## config.mk

```make
export PLATFORM = sky130hd
export DESIGN_NAME = lrsh_top
export DESIGN_NICKNAME = d
export VERILOG_FILES = /design/src/design/lrsh_pkg.sv /design/src/design/lrsh_shifter.sv /design/src/design/lrsh_top.sv
export VERILOG_INCLUDE_DIRS = /design/src /design/src/design
export SDC_FILE = /design/constraint.sdc
export NUM_CORES = 1
export LEC_CHECK = 0
export BUFFER_PORTS_ARGS = -buffer_cell sky130_fd_sc_hd__buf_2
export CAP_MARGIN = 20
export CORE_ASPECT_RATIO = 0.8
export CORE_MARGIN = 2
export CORE_UTILIZATION = 45
export CTS_BUF_LIST = sky130_fd_sc_hd__clkbuf_2
export DETAILED_ROUTE_END_ITERATION = 10
export PLACE_DENSITY = 0.72
export SKIP_LAST_GASP = 1
export SYNTH_ARGS = -nofsm -noshare
export SYNTH_HDL_FRONTEND = slang
export SYNTH_SLANG_ARGS = --single-unit
```

## constraint.sdc

```tcl
create_clock -name ref_clk -period 2.6 [get_ports ref_clk]
set_input_delay 0.52 -clock ref_clk [delete_from_list [all_inputs] [get_ports ref_clk]]
set_output_delay 0.52 -clock ref_clk [all_outputs]
set_load 0.05 [all_outputs]
```

## src/design/lrsh_cfg.svh

```systemverilog
`ifndef LRSH_CFG_SVH
`define LRSH_CFG_SVH
`define LRSH_TY_IMM 3'h0
`define LRSH_TY_ISO 3'h1
`define LRSH_TY_PRI 3'h2
`define LRSH_TY_FAIR 3'h3
`define LRSH_TY_RD 3'h4
`define LRSH_TY_WR 3'h5
`define LRSH_TY_ACC 3'h6
`define LRSH_TY_RSV 3'h7
`define LRSH_TYPE_END 5'h04
`define LRSH_SHORT_IDX 5'h06
`define LRSH_LAST_BUS 5'h07
`define LRSH_LAST_RD 5'h08
`define LRSH_LAST_WR 5'h10
`define LRSH_LAST_ACC 5'h05
`define LRSH_SPD_S100 3'h0
`define LRSH_SPD_S200 3'h2
`define LRSH_SPD_S400 3'h4
`define LRSH_CTL_IDLE 2'h0
`define LRSH_CTL_STAT 2'h1
`define LRSH_CTL_RECV 2'h2
`define LRSH_CTL_GRANT 2'h3
`define LRSH_EAA_REG 4'h5
`define LRSH_EAA_BIT 1
`define LRSH_STS_CYC 4'h8
`define LRSH_REG_RST 8'h00
`define LRSH_SW_STAT 8'h40
`define LRSH_ACC_RST 1'b1
`endif

```

## src/design/lrsh_pkg.sv

```systemverilog
`default_nettype none
`include "lrsh_cfg.svh"
package lrsh_pkg;
  typedef enum logic [0:0] {SH_IDLE, SH_BITS} lrsh_sh_st_t;
  typedef enum logic [2:0] {
    CS_IDLE, CS_STATUS, CS_GAP, CS_RECV, CS_GRANT, CS_LINK
  } lrsh_ctl_st_t;
  function automatic logic lrsh_spd_ok(input logic [2:0] s);
    return (s == `LRSH_SPD_S100) || (s == `LRSH_SPD_S200) ||
      (s == `LRSH_SPD_S400);
  endfunction
endpackage
`default_nettype wire

```

## src/design/lrsh_shifter.sv

```systemverilog
`default_nettype none
`include "lrsh_cfg.svh"
module lrsh_shifter
  import lrsh_pkg::*;
(
  input wire logic ref_clk,
  input wire logic rst_n,
  input wire logic req_in,
  output logic start,
  output logic busy,
  output logic done_ff,
  output logic [2:0] type_ff,
  output logic [3:0] addr_ff,
  output logic [7:0] data_ff,
  output logic [2:0] spd_ff,
  output logic ctl_ff
);
  lrsh_sh_st_t st_ff, nxt_st;
  logic [4:0] cnt_ff;
  logic [2:0] ty_ff;
  logic [11:0] bd_ff;
  logic [12:0] win;
  logic [4:0] last_idx;
  logic short_end, at_last, good;

  assign win = {bd_ff, req_in};
  assign start = (st_ff == SH_IDLE) && req_in;
  assign busy = (st_ff == SH_BITS);
  assign last_idx = (ty_ff == `LRSH_TY_RD) ? `LRSH_LAST_RD :
    (ty_ff == `LRSH_TY_WR) ? `LRSH_LAST_WR :
    (ty_ff[2] || ty_ff == `LRSH_TY_RSV) ? `LRSH_LAST_ACC : `LRSH_LAST_BUS;
  // Bus request may end at bit 6 when that bit is zero
  assign short_end = !ty_ff[2] && cnt_ff == `LRSH_SHORT_IDX && !req_in;
  assign at_last = busy && cnt_ff >= `LRSH_TYPE_END &&
    (cnt_ff == last_idx || short_end);
  // Bad stop bit or reserved type: frame dropped
  assign good = short_end || (!req_in && ty_ff != `LRSH_TY_RSV);

  always_comb
  begin
    nxt_st = st_ff;
    case (st_ff)
      SH_IDLE: if (req_in) nxt_st = SH_BITS;
      SH_BITS: if (at_last) nxt_st = SH_IDLE;
      default: nxt_st = SH_IDLE;
    endcase
  end

  always_ff @(posedge ref_clk)
  begin
    if (!rst_n)
    begin
      st_ff <= SH_IDLE;
      cnt_ff <= 5'h00;
      ty_ff <= 3'h0;
      bd_ff <= 12'h000;
    end
    else
    begin
      st_ff <= nxt_st;
      cnt_ff <= start ? 5'h01 : cnt_ff + 5'h01;
      if (busy && cnt_ff < `LRSH_TYPE_END)
        ty_ff <= {ty_ff[1:0], req_in};
      else
        bd_ff <= win[11:0];
    end
  end

  always_ff @(posedge ref_clk)
  begin
    if (!rst_n)
    begin
      done_ff <= 1'b0;
      type_ff <= 3'h0;
      addr_ff <= 4'h0;
      data_ff <= 8'h00;
      spd_ff <= 3'h0;
      ctl_ff <= 1'b0;
    end
    else
    begin
      done_ff <= at_last && good;
      if (at_last)
      begin
        type_ff <= ty_ff;
        addr_ff <= (ty_ff == `LRSH_TY_WR) ? win[12:9] : win[4:1];
        data_ff <= win[8:1];
        spd_ff <= short_end ? win[2:0] : win[3:1];
        ctl_ff <= win[1];
      end
    end
  end
endmodule // lrsh_shifter
`default_nettype wire

```

## src/design/lrsh_top.sv

```systemverilog
// What this block does
// - Invalid-speed bus request served, but a null packet is sent.
// - Read request: start, type 100, four address bits, stop; nine bits.
// - Write request: start, type 101, address, eight data bits, stop.
// - Acceleration request: start, type 110, enable bit, stop; six bits.
// - Driving receive on the control pair drops pending fair/priority.
// - Fair/priority request overlapped by receive is ignored.
// - Pending isochronous request clears only on win or bus reset.
// - Immediate request granted as soon as the reception ends.
// - Further bus requests ignored while one is pending.
// - Bus reset clears every pending bus request.
// - Write request updates the register right after its stop bit.
// - Read request answered by status transfer, retried until delivered.
// - Register requests taken any time, even with bus request pending.
// - Further reads ignored while a read is outstanding.
// - Bus reset leaves an outstanding read in place.
// - Acceleration active only while enable bit in register 5 is set.
// - Acceleration request applied immediately, at any time.
// - Bus reset or isochronous request re-enables acceleration.
// - Streams start with one, end with zero, MSB first; line idles low.
// - Type 000 immediate, 001 iso, 010 priority, 011 fair, 111 reserved.
// - Bus request speed in bits 4-6; stop may be omitted if bit 6 zero.
// - Control pair codes: 00 idle, 01 status, 10 receive, 11 grant.
`default_nettype none
`include "lrsh_cfg.svh"
module lrsh_top
  import lrsh_pkg::*;
(
  input wire logic ref_clk,
  input wire logic rst_n,
  input wire logic link_request_line,
  input wire logic [1:0] control_pair_in,
  output logic [1:0] control_pair_out_ff,
  output logic control_pair_oe_n_ff,
  output logic [1:0] d_out_ff,
  output logic d_oe_n_ff,
  input wire logic rx_active,
  input wire logic bus_reset,
  input wire logic arb_won,
  output logic arb_req_ff,
  output logic [1:0] arb_req_kind_ff,
  output logic tx_null_ff,
  output logic [2:0] tx_speed_ff,
  output logic arbitration_accel_enable_ff,
  input wire logic [7:0] sw_addr,
  input wire logic [31:0] sw_wdata,
  input wire logic sw_wr,
  input wire logic sw_rd,
  output logic [31:0] sw_rdata_ff
);
  function automatic logic in_regs(input logic [7:0] a);
    return a[7:6] == 2'h0 && a[1:0] == 2'h0;
  endfunction

  logic sh_start, sh_busy, fr_done, fr_ctl;
  logic [2:0] fr_type, fr_spd;
  logic [3:0] fr_addr;
  logic [7:0] fr_data;

  lrsh_shifter u_shifter (
    .ref_clk(ref_clk),
    .rst_n(rst_n),
    .req_in(link_request_line),
    .start(sh_start),
    .busy(sh_busy),
    .done_ff(fr_done),
    .type_ff(fr_type),
    .addr_ff(fr_addr),
    .data_ff(fr_data),
    .spd_ff(fr_spd),
    .ctl_ff(fr_ctl)
  );

  lrsh_ctl_st_t st_ff, nxt_st;
  logic [7:0] reg_ff [16];
  logic pend_ff, rx_hit_ff, rd_pend_ff, acc_on_ff;
  logic [1:0] pend_type_ff;
  logic [2:0] pend_spd_ff;
  logic [3:0] rd_addr_ff, sts_cnt_ff;
  logic [15:0] sts_sh_ff, sts_word;
  logic bus_fr, fp_fr, take_req, fp_pend, imm_pend, drop_req;
  logic grant_rdy, recv_now, nxt_rx_hit, nxt_acc, eaa;
  logic take_rd, sts_done, lw_hit, sw_reg_wr;
  logic [1:0] nxt_ctl;
  logic [31:0] rd_val;

  // Frame classification
  assign bus_fr = fr_done && !fr_type[2];
  assign fp_fr = bus_fr && fr_type[1];
  assign recv_now = control_pair_out_ff == `LRSH_CTL_RECV;
  // Receive seen anywhere inside the stream spoils a fair/priority frame
  assign nxt_rx_hit = sh_start ? recv_now :
    (rx_hit_ff || (sh_busy && recv_now));
  assign take_req = bus_fr && !pend_ff &&
    !(fp_fr && rx_hit_ff);
  assign fp_pend = pend_ff && pend_type_ff[1];
  assign imm_pend = pend_ff && pend_type_ff == 2'(`LRSH_TY_IMM);
  // Iso stays until won; fair/priority also lost on receive
  assign drop_req = bus_reset || st_ff == CS_GRANT ||
    (st_ff == CS_RECV && fp_pend);
  assign grant_rdy = imm_pend || (pend_ff && arb_won);

  // Register requests are independent of the bus request path
  assign take_rd = fr_done && fr_type == `LRSH_TY_RD &&
    !rd_pend_ff;
  assign lw_hit = fr_done && fr_type == `LRSH_TY_WR;
  assign sw_reg_wr = sw_wr && in_regs(sw_addr);
  assign sts_word = {4'h0, rd_addr_ff, reg_ff[rd_addr_ff]};
  assign sts_done = st_ff == CS_STATUS && nxt_st == CS_GAP;

  // Acceleration enable
  assign eaa = reg_ff[`LRSH_EAA_REG][`LRSH_EAA_BIT];
  assign nxt_acc = (bus_reset || (fr_done && fr_type == `LRSH_TY_ISO)) ?
    1'b1 :
    (fr_done && fr_type == `LRSH_TY_ACC) ? fr_ctl :
    acc_on_ff;

  always_comb
  begin
    nxt_st = st_ff;
    case (st_ff)
      CS_IDLE:
        if (rx_active)
          nxt_st = CS_RECV;
        else if (grant_rdy)
          nxt_st = CS_GRANT;
        else if (rd_pend_ff)
          nxt_st = CS_STATUS;
      CS_STATUS:
        // A packet arriving cuts the transfer; retried after idle
        if (rx_active)
          nxt_st = CS_RECV;
        else if (sts_cnt_ff == `LRSH_STS_CYC)
          nxt_st = CS_GAP;
      CS_GAP:
        nxt_st = rx_active ? CS_RECV : CS_IDLE;
      CS_RECV:
        if (!rx_active)
          nxt_st = imm_pend ? CS_GRANT : CS_IDLE;
      CS_GRANT:
        nxt_st = CS_LINK;
      CS_LINK:
        if (control_pair_in == `LRSH_CTL_IDLE)
          nxt_st = CS_IDLE;
      default:
        nxt_st = CS_IDLE;
    endcase
  end

  assign nxt_ctl = (nxt_st == CS_STATUS) ? `LRSH_CTL_STAT :
    (nxt_st == CS_RECV) ? `LRSH_CTL_RECV :
    (nxt_st == CS_GRANT) ? `LRSH_CTL_GRANT :
    `LRSH_CTL_IDLE;

  always_ff @(posedge ref_clk)
  begin
    if (!rst_n)
    begin
      st_ff <= CS_IDLE;
      control_pair_out_ff <= `LRSH_CTL_IDLE;
      control_pair_oe_n_ff <= 1'b0;
      d_oe_n_ff <= 1'b0;
    end
    else
    begin
      st_ff <= nxt_st;
      control_pair_out_ff <= nxt_ctl;
      // Pins released only while the link owns the interface
      control_pair_oe_n_ff <= nxt_st == CS_LINK;
      d_oe_n_ff <= nxt_st == CS_LINK;
    end
  end

  // Status shifter, two bits per cycle, most significant first
  always_ff @(posedge ref_clk)
  begin
    if (!rst_n)
    begin
      d_out_ff <= 2'h0;
      sts_sh_ff <= 16'h0000;
      sts_cnt_ff <= 4'h0;
    end
    else if (nxt_st == CS_STATUS && st_ff != CS_STATUS)
    begin
      d_out_ff <= sts_word[15:14];
      sts_sh_ff <= {sts_word[13:0], 2'h0};
      sts_cnt_ff <= 4'h1;
    end
    else if (nxt_st == CS_STATUS)
    begin
      d_out_ff <= sts_sh_ff[15:14];
      sts_sh_ff <= {sts_sh_ff[13:0], 2'h0};
      sts_cnt_ff <= sts_cnt_ff + 4'h1;
    end
    else
      d_out_ff <= 2'h0;
  end

  // Pending bus request
  always_ff @(posedge ref_clk)
  begin
    if (!rst_n)
    begin
      pend_ff <= 1'b0;
      pend_type_ff <= 2'h0;
      pend_spd_ff <= 3'h0;
      rx_hit_ff <= 1'b0;
    end
    else
    begin
      rx_hit_ff <= nxt_rx_hit;
      if (take_req)
      begin
        pend_ff <= 1'b1;
        pend_type_ff <= fr_type[1:0];
        pend_spd_ff <= fr_spd;
      end
      else if (drop_req)
        pend_ff <= 1'b0;
    end
  end

  // Bus request handed to arbitration and transmit paths
  always_ff @(posedge ref_clk)
  begin
    if (!rst_n)
    begin
      arb_req_ff <= 1'b0;
      arb_req_kind_ff <= 2'h0;
      tx_null_ff <= 1'b0;
      tx_speed_ff <= 3'h0;
    end
    else
    begin
      arb_req_ff <= pend_ff && !drop_req && !imm_pend;
      arb_req_kind_ff <= pend_type_ff;
      if (nxt_st == CS_GRANT)
      begin
        tx_speed_ff <= pend_spd_ff;
        // Invalid speed: link data is discarded; a null packet goes out instead
        tx_null_ff <= !lrsh_spd_ok(pend_spd_ff);
      end
      else if (nxt_st == CS_IDLE)
        tx_null_ff <= 1'b0;
    end
  end

  // Outstanding register read survives bus reset
  always_ff @(posedge ref_clk)
  begin
    if (!rst_n)
    begin
      rd_pend_ff <= 1'b0;
      rd_addr_ff <= 4'h0;
    end
    else if (take_rd)
    begin
      rd_pend_ff <= 1'b1;
      rd_addr_ff <= fr_addr;
    end
    else if (sts_done)
      rd_pend_ff <= 1'b0;
  end

  always_ff @(posedge ref_clk)
  begin
    if (!rst_n)
    begin
      acc_on_ff <= `LRSH_ACC_RST;
      arbitration_accel_enable_ff <= 1'b0;
    end
    else
    begin
      acc_on_ff <= nxt_acc;
      arbitration_accel_enable_ff <= nxt_acc && eaa;
    end
  end

  // Link write beats a software write to the same register
  generate
    for (genvar gi = 0; gi < 16; gi++)
    begin : g_reg
      always_ff @(posedge ref_clk)
      begin
        if (!rst_n)
          reg_ff[gi] <= `LRSH_REG_RST;
        else if (lw_hit && fr_addr == 4'(gi))
          reg_ff[gi] <= fr_data;
        else if (sw_reg_wr && sw_addr[5:2] == 4'(gi))
          reg_ff[gi] <= sw_wdata[7:0];
      end
    end
  endgenerate

  assign rd_val = in_regs(sw_addr) ? {24'h0, reg_ff[sw_addr[5:2]]} :
    (sw_addr == `LRSH_SW_STAT) ?
    {22'h0, acc_on_ff, arbitration_accel_enable_ff, rd_pend_ff,
    rd_addr_ff, pend_ff, pend_type_ff} : 32'h0;

  always_ff @(posedge ref_clk)
  begin
    if (!rst_n)
      sw_rdata_ff <= 32'h0;
    else
      sw_rdata_ff <= sw_rd ? rd_val : 32'h0;
  end
endmodule // lrsh_top
`default_nettype wire

```

---- Yosys cells after proc, flatten, opt, wreduce, memory -nomap -nowiden ----
Memories as Yosys holds them, arrays and structs flattened. A register that Yosys moved wholly into a read port is not among the register bits.
Index checks and enable logic that the tools add are counted.
word-level totals
  register bits ........................... 120
  latch bits .............................. 0
  RAM bits ................................ 128
  memory bits (read-only) ................. 0
  input bits .............................. 50
  output and inout bits ................... 46
  logic and storage cells ................. 418
  memories kept ........................... 1
memories
  memory  depth  bits a word  read ports  clocked after Yosys merged registers in  wr ports  line            source
  reg_ff  16     8            3           1                                        16        lrsh_top.sv:75  logic [7:0] reg_ff [16];
operators by class
  $add $sub $neg .......................... 2
  multipliers ............................. 0
  divide/modulo/power cells ............... 0
  order comparisons ....................... 2
  equal/unequal tests ..................... 56
  shift-type cells ........................ 0
  multiplexer cells ....................... 184
  bitwise gates (word level) .............. 37
  reductions and logical operators ........ 101
operator list
  operator              count
  $mux W8               34
  $mux W1               128
  $eq A4 B4 Y1 const B  17
  $logic_and A1 B1 Y1   62
  $eq A3 B3 Y1 const B  11
  $eq A4 B3 Y1 const B  8
  $or A1 B1 Y1          32
  $mux W14              2
  $mux W3               9
  $pmux W3 S6           1
  $eq A4 B2 Y1 const B  4
  $eq A3 B2 Y1 const B  5
  $mux W4               3
  $logic_or A1 B1 Y1    10
  $mux W5               2
  $eq A3 B1 Y1 const B  3
  $logic_not A1 Y1      9
  $logic_not A3 Y1      3
  $eq A4 B1 Y1 const B  2
  $eq A8 B7 Y1 const B  1
  $logic_not A2 Y1      4
  $logic_not A4 Y1      2
  $mux W2               4
  $reduce_bool A2 Y1    4
  15 further kinds      22

---- Logic depth before layout (Yosys ltp) ----
  depth after elaboration ................. 10
  depth in mapped cells ................... 9
  depth with buffers taken out ............ 7

---- Modules after synthesis ----
Synthesis repeated with hierarchy kept, for this count alone.
second synthesis, totals
  cells, all modules ...................... 1,001
  area total of the unflattened synthesis .. 12,404.4 µm²
by module, submodules not included
  module        instances  cells an instance  area each (µm²)  seq. area each (µm²)
  lrsh_top      1          805                10,618.9         5,064.9
  lrsh_shifter  1          196                1,785.5          800.8

---- Worst setup path before layout ----
No wires, ideal clock.
  path type ............................... in2reg
  start point ............................. input sw_addr[7]
  end point ............................... memory reg_ff[2][0] (enable)
  library setup time ...................... 0.378 ns
  data arrival time ....................... 1.993 ns
  data required time ...................... 2.222 ns
  path slack .............................. 0.229 ns
  stages on the path ...................... 5
  path buffers ............................ 1
  cell sequence ........................... or3_4 nor2_4 buf_6 nand4b_4 o221ai_1
RTL lines
  item         line            source
  from (decl)  lrsh_top.sv:45  input wire logic [7:0] sw_addr,
  to (decl)    lrsh_top.sv:75

==> summary.md <==
| Metric | Value |
|---|---|
| Startpoint Class | flip-flop |
| Setup Fix Bufs, Post-CTS | 0 |
| CTS Buf Count | 59 |
| Final net count | 1,150 |
| Fin. max-slew vios | 0 |
| Initial DRC Count | 1,078 |
| Via count | 9,442 |
| RR Startpoint | reg_ff[14][7] |
| RSZ-0062 raised after global routing | no |
| DRC Markers | 0 |
| Final period utilization | 93.5% |
| # H-tree levels | 2 |
| CP max stage delay | 0.57 ns |
| Layout cells sized above 1 | 28.2% |
| Pwr/cell area | 537 nW/um^2 |
| Post-Place Cell Area | 12,900 sq um |
| Initial Utilization | 45.4% |
| Synth Warn # | 0 |
| Reg2Reg Capture Point | sw_rdata_ff[7] |
| Routed Antenna Nets | 0 |
| GRT Util Overall | 25.2% |
| Top_reg_cell synth | edfxtp_1 |
| Clock Skews | 0.0612 ns |
| Max-cap violations | 0 |
| Worst hold path cell count | 4 |
| Vias in the first global route | 9,084 |
| Gr ovfl total | 0 |
| IO buf count | 49 |
| Gpl congestion | 0.960 |
| Post-DP HPWL | 25,100 microns |
| Max-slew headroom | 29.0% |
| Yosys top cell by area | edfxtp_1 |
| Hold Path Sink | control_pair_out_ff[1] |
| Pre-antenna DRT Iters | 5 |
| Commonest non-fill, non-tap cells in the layout | a22o_1 (128), edfxtp_1 (128), dfxtp_1 (100) |
| Drt wl/cell | 23.9 microns |
| Clk Latency, worst-skew pair | 0.88 ns |
| Final wirelength | 36,000 microns |
| CTS tree | done |
| Yosys reg bits | 229 |
| Footprint of the multi-input gates | 5740 sq um |
| Worst R2R Path Depth | 5 |
| Main area contributors after synthesis | edfxtp_1 (31%), dfxtp_1 (16%), mux4_2 (12%) |
| Register-to-Register Setup Slack | 0.17 ns |
| Worst path cell trace | mux4_2 -> mux4_2 -> nor3_1 -> a21oi_1 -> dlygate4sd3_1 |
| Minimum clock period | 2.43 ns |
| Maximum number of pins on one net before global-route repair | 67 |
| Post-Synthesis Cells | 1,016 |
| Fin area | 13,500 sq um |
| Final setup viols | 0 |
| Row Count | 54 |
| Routed vias/inst | 6.26 |
| WP data required | 3.36 ns |
| Number of flops mapped to enable cells by yosys | 128 |
| Root buffer cell | clkbuf_2 |
| Die area | 28,600 sq um |
| Critical path peak fanout | 2 |
| Die width | 189 microns |
| Crit-path most repeated cell | mux4_2 |
| Mapped Area | 12,300 sq um |
| Initial antenna violation count | 7 |
| Ys async rst share | 0% |
| Hold Startpoint | rx_active |
| Status | finished, final reports clean |
| Height of the die | 152 microns |
| Final hold vios | 0 |
| Worst path bufs/invs | 1 |
| Crit-path slowest cell | mux4_2 |
| Area Overhead vs Synth | 10.0% |
| Fmax | 0.411 GHz |
| Critical Path AT | 3.19 ns |
| Slew at the pin closest to its max-slew limit | 1.06 ns |
| First-pass GRT wire length | 54,000 microns |
| Synth top area share | 31.4% |
| CORE AREA | 27,000 sq um |
| Storage element area | 5870 sq um |
| CTS sink cnt | 229 |
| Critical Path Sink Type | flip-flop |
| Setup TNS | 0 ns |
| WS Path Type | reg2reg |
| Largest buffer count on any clock path | 3 |
| IO Pins | 96 |
| VDD IR max | 0.251 mV |
| Netlist cell types | 77 |
| Clock slew at reported path FFs | 0.10 ns |
| Leakage Power | 4.83 nW |
| Worst hold path class | in2reg |
| Seq/Total Area, Yosys | 47.9% |
| Fillers | 2,344 |
| Crit path max-delay family | multiplexers |
| Mean Syn Cell Area | 12.1 sq um |
[final cells by class]
type	instances	area share [%]
Tap cell	364	3.38
Sequential cell	229	43.5
Clock inverter	27	1.03
Inverter	9	0.251
Antenna cell	4	0.0742
Multi-Input combinational cell	680	42.6
Timing Repair Buffer	116	6.23
Clock buffer	79	2.93
[report_power, final]
part / switching (mW) / internal [mW] / leakage (nW) / total (mW)
logic: 0.460 / 0.274 / 2.40 / 0.734
clock network: 1.52 / 0.940 / 0.389 / 2.46
registers: 0.107 / 3.95 / 2.03 / 4.05
total: 2.09 / 5.16 / 4.83 / 7.25
[per-layer routing]
layer / vias to the layer above / part of all wire, % / GRT usage, %
met4: 6 / 3.1 / 10.5
met3: 76 / 14 / 10.6
li1: 4155 / - / -
met5: - / 0.083 / 0
met2: 632 / 42 / 35.8
met1: 4573 / 41 / 33.8
[per-stage QoR]
step	instances	util (%)	power, mW	setup WS, ns	hold WS (ns)
after CTS	1504	49.9	7.25	0.222	0.0167
after global placement	1392	47.7	4.82	0.0465	0.440
after detailed placement	1393	47.7	4.84	0.0355	0.450
final	1508	49.9	7.25	0.170	0.0876
after global routing	1506	49.9	7.51	0.0945	0.0601
after floorplan	1037	-	4.60	0.229	0.424
[cell families after synthesis]
logic type,after synthesis,synth area share [%]
DFF,229,47.9
other,1,0.0306
adders and majority gates,5,0.510
buffers and inverters,128,5.97
xor gates and xnor gates,4,0.286
AOI/OAI and AO/OA,286,17.8
muxes,96,14.8
and+or+nand+nor,267,12.7
[flip-flops by register name, indices dropped and copies added, names as in the netlist, 4 cells and up, named ones only]
name and flops:
sts_sh_ff 14, u_shifter.cnt_ff 5, reg_ff 128, u_shifter.bd_ff 12
sts_cnt_ff 4, u_shifter.data_ff 8, u_shifter.addr_ff 4, rd_addr_ff 4
sw_rdata_ff 10
[worst max path at each step]
stage	startpoint	endpoint	slack [ns]	cells after the start
floorplan	sw_addr[7]	reg_ff[2][0]	0.23	5
detailed placement	sw_addr[7]	reg_ff[7][2]	0.04	6
global route	reg_ff[14][7]	sw_rdata_ff[7]	0.09	5
finish	reg_ff[14][7]	sw_rdata_ff[7]	0.17	5
global placement	sw_addr[7]	reg_ff[7][4]	0.05	6
CTS	reg_ff[14][7]	sw_rdata_ff[7]	0.22	5
[cells in the mapped netlist, types with 3 or more instances]
cell type  number
and2_1          6
dfxtp_1       101
nand4_1        13
nor3b_1         3
edfxtp_1      128
nor2_2          4
buf_2          11
nor2_1         61
inv_1           9
buf_1          17
o21ai_0        23
nand2b_1        8
or4_1           4
a211oi_1        6
a21oi_1        62
a22o_1        128
nor3_1          4
ha_1            5
a311oi_1       10
o221ai_1       16
clkbuf_1       45
and3_1          7
nor3_4          8
mux4_2         68
nor2b_1         9
clkbuf_8        3
mux2_2          6
buf_4          32
o211ai_1        5
o21ai_1        10
nor3_2          9
nand3_1        27
o31ai_1         5
buf_6           9
nand2_1        70
mux2i_1        22
or2_2           9
[timing repair]
action | 4_1_cts | 5_1_grt
hold endpoints to repair | 14 | 0
gates resized for setup | 0 | 0
hold buffers | 5 | 0
[worst min-delay path, delay by kind of cell]
family          cells  cell delay (ns)
simple gates        1             0.18
compound gates      1             0.05
buf+inv             2             0.17
Power figures use the tool's default switching activity.
